## config.mk

```make
export PLATFORM = sky130hd
export DESIGN_NAME = urxb_rx_buffer_status
export DESIGN_NICKNAME = d
export VERILOG_FILES = /design/src/hdl/urxb_pkg.sv /design/src/hdl/urxb_rx_buffer_status.sv /design/src/hdl/urxb_parity.sv /design/src/hdl/urxb_fifo2.sv
export SDC_FILE = /design/constraint.sdc
export NUM_CORES = 1
export LEC_CHECK = 0
export BUFFER_PORTS_ARGS = -buffer_cell sky130_fd_sc_hd__buf_2
export CAP_MARGIN = 5
export CORE_MARGIN = 2
export CORE_UTILIZATION = 49
export CTS_CLUSTER_DIAMETER = 80
export DETAILED_ROUTE_END_ITERATION = 8
export GPL_TIMING_DRIVEN = 0
export PLACE_DENSITY = 0.77
export SYNTH_ARGS = -nofsm -noshare
export SYNTH_HDL_FRONTEND = slang
export SYNTH_SLANG_ARGS = --single-unit
```

## constraint.sdc

```tcl
create_clock -name mclk_in -period 1.5 [get_ports mclk_in]
set_clock_uncertainty 0.05 [all_clocks]
set_input_delay 0.3 -clock mclk_in [delete_from_list [all_inputs] [get_ports mclk_in]]
set_output_delay 0.3 -clock mclk_in [all_outputs]
set_load 0.1 [all_outputs]
```

## src/hdl/urxb_pkg.sv

```systemverilog
// Package of constants and carrier types for the receive buffer block.
package urxb_pkg;

  // ****************************************
  // Character size and field positions
  // ****************************************
  localparam int URXB_DATA_W = 8;
  localparam logic [2:0] URXB_CSZ_5 = 3'h0;
  localparam logic [2:0] URXB_CSZ_6 = 3'h1;
  localparam logic [2:0] URXB_CSZ_7 = 3'h2;
  localparam logic [2:0] URXB_CSZ_8 = 3'h3;
  localparam logic [2:0] URXB_CSZ_9 = 3'h7;
  localparam int URXB_FIFO_DEPTH = 2;
  localparam logic [8:0] URXB_DATA_RST = 9'h000;

  // ****************************************
  // Carrier types
  // ****************************************
  // Frame as delivered by the receive shift register.
  typedef struct packed {
    logic [8:0] data;
    logic parity_bit;
    logic stop1;
  } urxb_frame_s;

  // Character with its flags as held in the receive buffer.
  typedef struct packed {
    logic [8:0] data;
    logic frame_err;
    logic overrun;
    logic parity_err;
  } urxb_char_s;

  // Receiver configuration bits.
  typedef struct packed {
    logic receiver_on;
    logic rx_complete_irq_on;
    logic parity_check_on;
    logic parity_odd_select;
    logic stop_bit_count_select;
    logic [2:0] char_size_field;
  } urxb_cfg_s;

  typedef enum logic [1:0] {
    URXB_SH_IDLE,
    URXB_SH_FULL,
    URXB_SH_RECV
  } urxb_shift_e;

endpackage

```

## src/hdl/urxb_rx_buffer_status.sv

```systemverilog
// Receive buffer, status flags and parity checking of the serial port.
`timescale 1ns/1ps

// Overview of operation
// - Data register read advances the buffer.
// - Complete flag set while unread characters exist.
// - Receiver off flushes buffer, clears complete.
// - Interrupt requested as level while complete set.
// - Error flags stored with their character.
// - Status writes leave error flags unchanged.
// - Error flags never raise interrupts.
// - Frame error equals inverted first stop bit.
// - Only first stop bit checked, regardless count.
// - Overrun on full buffer, held frame, start.
// - Overrun marks frames lost after this character.
// - Overrun cleared by successful buffer transfer.
// - Parity error zero when checking disabled.
// - Upper mode bit enables, lower selects type.
// - Checker compares data parity with parity bit.
// - Unused upper data bits read zero.
// - Receiver off discards frame, releases pin.
// - First stop bit moves frame into buffer.
module urxb_rx_buffer_status
  import urxb_pkg::*;
(
  // Clock and reset
  input wire logic mclk_in,
  input wire logic rst_in,
  // Configuration
  input wire urxb_cfg_s cfg_in,
  // Shift register side
  input wire logic start_det_in,
  input wire logic stop1_done_in,
  input wire urxb_frame_s frame_in,
  // Software side
  input wire logic data_rd_in,
  input wire logic status_wr_in,
  // Status and data
  output urxb_char_s head_out,
  output logic rx_complete_out,
  output logic rx_irq_out,
  output logic pin_override_out,
  output logic frame_busy_out
);

  // ****************************************
  // State
  // ****************************************
  typedef struct packed {
    urxb_shift_e sh;
    urxb_char_s held;
    logic lost;
    urxb_char_s head;
    logic rxc;
    logic irq;
    logic ovr;
    logic busy;
  } urxb_st_s;

  urxb_st_s st_q, st_d;
  logic par_err;
  logic [8:0] data_m;
  urxb_char_s new_char;
  urxb_char_s fifo_head;
  logic fifo_wready;
  logic fifo_rvalid;
  logic push;
  logic pop;
  logic flush;
  urxb_char_s push_char;
  logic par_ref;

  urxb_parity u_parity (
    .frame_in(frame_in),
    .size_in(cfg_in.char_size_field),
    .check_on_in(cfg_in.parity_check_on),
    .odd_in(cfg_in.parity_odd_select),
    .err_out(par_err),
    .data_out(data_m)
  );

  // ****************************************
  // Character assembly
  // ****************************************
  always_comb begin
    new_char.data = data_m;
    new_char.frame_err = ~frame_in.stop1;
    new_char.parity_err = par_err;
    new_char.overrun = 1'b0;
  end

  assign flush = ~cfg_in.receiver_on;
  assign pop = data_rd_in & fifo_rvalid;
  assign push = (st_q.sh == URXB_SH_FULL);

  // A loss seen while the word waited travels with it into the buffer.
  always_comb begin
    push_char = st_q.held;
    push_char.overrun = st_q.held.overrun | st_q.lost;
  end

  // Reference parity of the frame on the lines, used by the checks.
  assign par_ref = (^data_m) ^ frame_in.parity_bit
                   ^ cfg_in.parity_odd_select;

  urxb_fifo2 #(
    .WIDTH($bits(urxb_char_s))
  ) u_fifo (
    .mclk_in(mclk_in),
    .rst_in(rst_in),
    .flush_in(flush),
    .wdata_in(push_char),
    .wvalid_in(push),
    .wready_out(fifo_wready),
    .rdata_out(fifo_head),
    .rvalid_out(fifo_rvalid),
    .rready_in(pop)
  );

  // ****************************************
  // Shift register holding and overrun
  // ****************************************
  // The write of status_wr_in is deliberately ignored by this logic.
  always_comb begin
    st_d = st_q;
    st_d.busy = st_q.busy;
    case (st_q.sh)
      URXB_SH_IDLE: begin
        if (start_det_in) begin
          st_d.sh = URXB_SH_RECV;
        end
      end
      URXB_SH_RECV: begin
        if (stop1_done_in) begin
          st_d.held = new_char;
          st_d.held.overrun = st_q.lost;
          st_d.sh = URXB_SH_FULL;
        end
      end
      URXB_SH_FULL: begin
        if (fifo_wready) begin
          st_d.lost = 1'b0;
          st_d.sh = start_det_in ? URXB_SH_RECV : URXB_SH_IDLE;
        end else if (start_det_in) begin
          // Buffer full and a frame waiting: the new frame is lost.
          st_d.lost = 1'b1;
        end
      end
      default: st_d.sh = URXB_SH_IDLE;
    endcase
    if (flush) begin
      st_d.sh = URXB_SH_IDLE;
      st_d.lost = 1'b0;
    end
    st_d.busy = (st_d.sh != URXB_SH_IDLE);
    // Status view updated as the buffer changes.
    st_d.head = fifo_head;
    st_d.rxc = fifo_rvalid & ~flush;
    // Only the complete flag feeds the request; error flags never do.
    st_d.irq = fifo_rvalid & ~flush & cfg_in.rx_complete_irq_on;
    st_d.ovr = st_q.lost;
  end

  always_ff @(posedge mclk_in) begin
    if (rst_in) begin
      st_q <= '0;
    end else begin
      st_q <= st_d;
    end
  end

  // ****************************************
  // Outputs
  // ****************************************
  always_comb begin
    head_out = st_q.head;
    rx_complete_out = st_q.rxc;
    rx_irq_out = st_q.irq;
    frame_busy_out = st_q.busy;
  end

  always_ff @(posedge mclk_in) begin
    if (rst_in) begin
      pin_override_out <= 1'b0;
    end else begin
      pin_override_out <= cfg_in.receiver_on;
    end
  end
endmodule // urxb_rx_buffer_status

```

## src/hdl/urxb_parity.sv

```systemverilog
// Parity checker for one received frame.
`timescale 1ns/1ps
module urxb_parity
  import urxb_pkg::*;
(
  // Frame and settings
  input wire urxb_frame_s frame_in,
  input wire logic [2:0] size_in,
  input wire logic check_on_in,
  input wire logic odd_in,
  // Result
  output logic err_out,
  output logic [8:0] data_out
);

  logic [8:0] mask;
  logic [8:0] masked;

  always_comb begin
    case (size_in)
      URXB_CSZ_5: mask = 9'h01F;
      URXB_CSZ_6: mask = 9'h03F;
      URXB_CSZ_7: mask = 9'h07F;
      URXB_CSZ_9: mask = 9'h1FF;
      default: mask = 9'h0FF;
    endcase
    masked = frame_in.data & mask;
    data_out = masked;
    // Even mode expects an even count of ones including the parity bit.
    err_out = check_on_in &
              ((^masked) ^ frame_in.parity_bit ^ odd_in);
  end

endmodule // urxb_parity

```

## src/hdl/urxb_fifo2.sv

```systemverilog
// Two-entry receive buffer with valid and ready on both sides.
`timescale 1ns/1ps
module urxb_fifo2
  import urxb_pkg::*;
#(
  parameter int WIDTH = 12
) (
  // Clock and reset
  input wire logic mclk_in,
  input wire logic rst_in,
  input wire logic flush_in,
  // Write side
  input wire logic [WIDTH-1:0] wdata_in,
  input wire logic wvalid_in,
  output logic wready_out,
  // Read side
  output logic [WIDTH-1:0] rdata_out,
  output logic rvalid_out,
  input wire logic rready_in
);

  typedef struct packed {
    logic [1:0][WIDTH-1:0] mem;
    logic rd_ptr;
    logic wr_ptr;
    logic [1:0] count;
  } urxb_fifo_st_s;

  urxb_fifo_st_s st_q, st_d;
  logic push;
  logic pop;

  always_comb begin
    st_d = st_q;
    wready_out = (st_q.count != 2'h2);
    rvalid_out = (st_q.count != 2'h0);
    rdata_out = st_q.mem[st_q.rd_ptr];
    push = wvalid_in & wready_out;
    pop = rready_in & rvalid_out;
    if (flush_in) begin
      st_d.count = 2'h0;
      st_d.rd_ptr = 1'b0;
      st_d.wr_ptr = 1'b0;
    end else begin
      if (push) begin
        st_d.mem[st_q.wr_ptr] = wdata_in;
        st_d.wr_ptr = ~st_q.wr_ptr;
      end
      if (pop) begin
        st_d.rd_ptr = ~st_q.rd_ptr;
      end
      if (push && !pop) begin
        st_d.count = st_q.count + 2'h1;
      end else if (pop && !push) begin
        st_d.count = st_q.count - 2'h1;
      end
    end
  end

  always_ff @(posedge mclk_in) begin
    if (rst_in) begin
      st_q <= '0;
    end else begin
      st_q <= st_d;
    end
  end

endmodule // urxb_fifo2

```

==> results.md <==
* Outcome: finished with violations
* Failing checks: negative setup slack
* Setup violators final at 1
* CP startpoint: u_fifo.st_q[0]
* Critical-path top delay cell: dfxtp_4
* P_sw at 0.000737 W
* Grt ovf at 0
* Synthesized flop and latch total at 59
* Crit path DAT at 1720 ps
* Minimum clock period at 1500 ps
* Final wirelength at 4690 um
* # hold bufs at CTS at 0
* WP buf/inv at 0
* Syn_nets at 271
* Fillers at 398
* GPL Wtd Cong at 0.801
* Power share of the combinational group at 6.7%
* Die Height at 73.9 um
* DP Area at 2700 um^2
* Reg2reg start: u_fifo.st_q[0]
* Post-DRT Antenna Nets at 0
* R2R Setup Slk at -4 ps
* Sequential share of power at 48.1%
* Die W at 73.9 um
* Worst-Skew Late Latency at 330 ps
* CTS tree: yes
* Residual DRC at 0
* RR Endpoint: u_fifo.st_q[1]
* Total stage count of the critical path at 6
* TritonCTS Buffers at 9
* H-Tree Level Count at 3
* Area growth, synth to finish at 25.4%
* Largest net degree at the start of global routing at 11
* Fin crit share at 100%
* Root Buffer: clkbuf_8
* Hold Vio Cnt, Final at 0
* Nets@finish at 325
* Sw frac at 22.3%
* Wirelength per Cell at 12.6 um
* Vias in the first global route at 1679
* DP Cell Count at 350
* Measured slew at the worst slew-check pin at 546 ps
* Register area share after synthesis at 49.4%
* Most frequent cells in the layout: 55 x dfxtp_1, 45 x nor2_1, 34 x mux2i_1
* Die ar. at 5450 um^2
* Setup crit end kind: flop
* Avg Inst Size Synth at 9.76 um^2
* Row Count at 25
* Post-DP HPWL at 3090 um
* Diode count at 0
* PwrDens at 1100 nW/um^2
* Worst setup slack after layout at -4.13 ps
* Max Fanout on Critical Path at 4
* Clock sinks at 59
* Area of the multi-input gates at 1080 um^2
* Input/output buffers at 38
* Setup crit start kind: flop
* Core area at 4720 um^2
* Max IR drop VDD at 0.604 mV
* Clock Path Buffers at 2
* Slew headroom at 63.6%
* Non-Filler Instances at 371
* IO Count at 41
* Initial antenna violation count at 0
* Clock slew at reported path FFs at 70 ps
* Synth warn at 0
* First-pass DRT Iterations at 4
* Synth Instances at 245
* Drt via density at 4.85
* Number of max-cap violations at 0
* Top delay family on crit path: simple AND/OR/NAND/NOR gates
* Post-synth design cell area at 2390 um^2
* Tot GR Track Use at 19.4%
* Sequential cell area at 1190 um^2
* CP Data Required Time at 1710 ps
* Finished Cell Area at 3000 um^2
* R2r worst-path depth at 6
* RSZ-0062 raised after global routing: true
* First-pass GRT wire length at 7750 um
* Setup TNS at -4.13 ps
* Commonest non-fill, non-tap cell in the layout: dfxtp_1
* Critical Path Max Stage Delay at 360 ps
* Clock Power Share at 45.2%
* Max Slew Vio Count at 0
* Total Power at 0.00331 W
* CP endpoint: u_fifo.st_q[1]
* HP Class: input pin to flop
* Fmax at 665 MHz
* Via count at 1799
* Setup CP Type: flop to flop
* LEAKAGE at 1.39 nW
* Share of layout cells above drive strength 1 at 29.6%
* Pint at 0.00258 W
* Worst path cell trace: nand2b_4 > and2_4 > ha_4 > xor2_1 > or3_1 > a21oi_1
* 1st-iter DRT viols at 72
* Starting density of the core at 50.6%
* Cell variety after synth at 36
## how the worst min path moves through the flow
stage                 startpoint           end  slack [ps]  cells after the start
CTS                  frame_in[0]  push_char[2]          80                      2
floorplan            frame_in[0]  push_char[2]         350                      1
global placement    push_char[8]  push_char[8]         410                      2
detailed placement  push_char[7]  push_char[7]         410                      2
finish               frame_in[0]  push_char[2]          90                      2
global route         frame_in[0]  push_char[2]         100                      2
## synthesized netlist by cell type (all sizes together)
| library cell | n | area share (%) |
|---|---|---|
| dfxtp | 59 | 49 |
| nor2 | 45 | 7.1 |
| mux2i | 34 | 14 |
| nand2 | 17 | 2.7 |
| buf | 16 | 4.8 |
| a21oi | 15 | 3.1 |
| clkbuf | 9 | 1.4 |
| nor3 | 5 | 1.0 |
| nand2b | 4 | 1.0 |
| nor2b | 4 | 1.2 |
| o21ai | 4 | 0.84 |
| nand3b | 3 | 0.94 |
| xnor2 | 3 | 1.1 |
| xnor3 | 3 | 2.8 |
| xor2 | 3 | 1.1 |
| and2 | 2 | 0.52 |
| inv | 2 | 0.31 |
| o211ai | 2 | 0.63 |
| a211oi | 1 | 0.31 |
| a21o | 1 | 0.37 |
| a221o | 1 | 0.42 |
| a31oi | 1 | 0.26 |
| and3b | 1 | 0.37 |
| and4 | 1 | 0.37 |
| ha | 1 | 0.52 |
| mux2 | 1 | 0.47 |
| nand3 | 1 | 0.21 |
| nand4 | 1 | 0.52 |
| nand4b | 1 | 0.63 |
| o21a | 1 | 0.31 |
| o221ai | 1 | 0.37 |
| o311ai | 1 | 0.37 |
| or3 | 1 | 0.26 |
## stage by stage
step | setup WS (ps) | utilization, % | hold slack (ps)
global route | -36.0 | 63.5 | 96.2
detailed placement | -113 | 57.1 | 413
CTS | -8.65 | 63.0 | 83.6
finish | -4.13 | 63.5 | 92.9
global placement | -89.2 | 57.1 | 408
floorplan | 9.35 | - | 346
## cells by family (layout without fill, tap and decap cells)
| logic type | after synthesis | after routing | share of synthesized area [%] |
|---|---|---|---|
| adders and majority gates | 1 | 1 | 0.523 |
| muxes | 35 | 35 | 14.7 |
| and+or+nand+nor | 86 | 86 | 16.8 |
| buffers and inverters | 27 | 86 | 6.54 |
| AOI/OAI and AO/OA | 28 | 28 | 7.01 |
| DFF | 59 | 59 | 49.4 |
| xor gates and xnor gates | 9 | 9 | 5.02 |
## area by class of cell
type | instances | share of cell area [%]
buffer | 24 | 5.21
clock buffer | 12 | 5.51
clock inverter | 4 | 1.59
inverter | 2 | 0.250
multi-input combinational | 159 | 36.2
sequential | 59 | 39.6
tap | 67 | 2.80
timing repair buffer | 44 | 8.84
## power by group through the flow
stage | combinational, W | clock (W) | sequential (W)
after floorplan | 0.000121 | 0 | 0.00165
after detailed placement | 0.000218 | 0 | 0.00163
after global routing | 0.000245 | 0.00158 | 0.00159
after CTS | 0.000223 | 0.00152 | 0.00159
after global placement | 0.000215 | 0 | 0.00163
final | 0.000222 | 0.00150 | 0.00159
## flip-flops by register name, indices dropped and copies added, names as in the netlist
signal	cells
frame_busy_out	1
head_out	12
pin_override_out	1
push_char	11
rx_complete_out	1
rx_irq_out	1
st_d	1
st_q	3
u_fifo.st_q	28
## timing repair
| item | 4_1_cts | 5_1_grt |
|---|---|---|
| pin swaps | 2 | 0 |
| setup endpoints to repair | 7 | 34 |
| gates resized for setup | 9 | 12 |
| buffers inserted | 6 | 0 |
| hold endpoints to repair | 0 | 0 |
## per-layer routing
metal / share of wire (%) / global-route usage (%) / vias up
li1: - / - / 926
met1: 45 / 23.9 / 809
met2: 47 / 29.4 / 56
met3: 6.7 / 7.54 / 8
met4: 1.9 / 9.90 / 0
met5: 0 / 0 / -
## worst reg2reg max path, delay by kind of cell, from the launching register on
family | cells | cell delay [ps]
flip-flops | 1 | 360
AND/OR/NAND/NOR | 3 | 620
adder cells (fa/ha/maj) | 1 | 150
XOR/XNOR | 1 | 130
AO/OA/AOI/OAI | 1 | 120
Power figures use the tool's default switching activity.
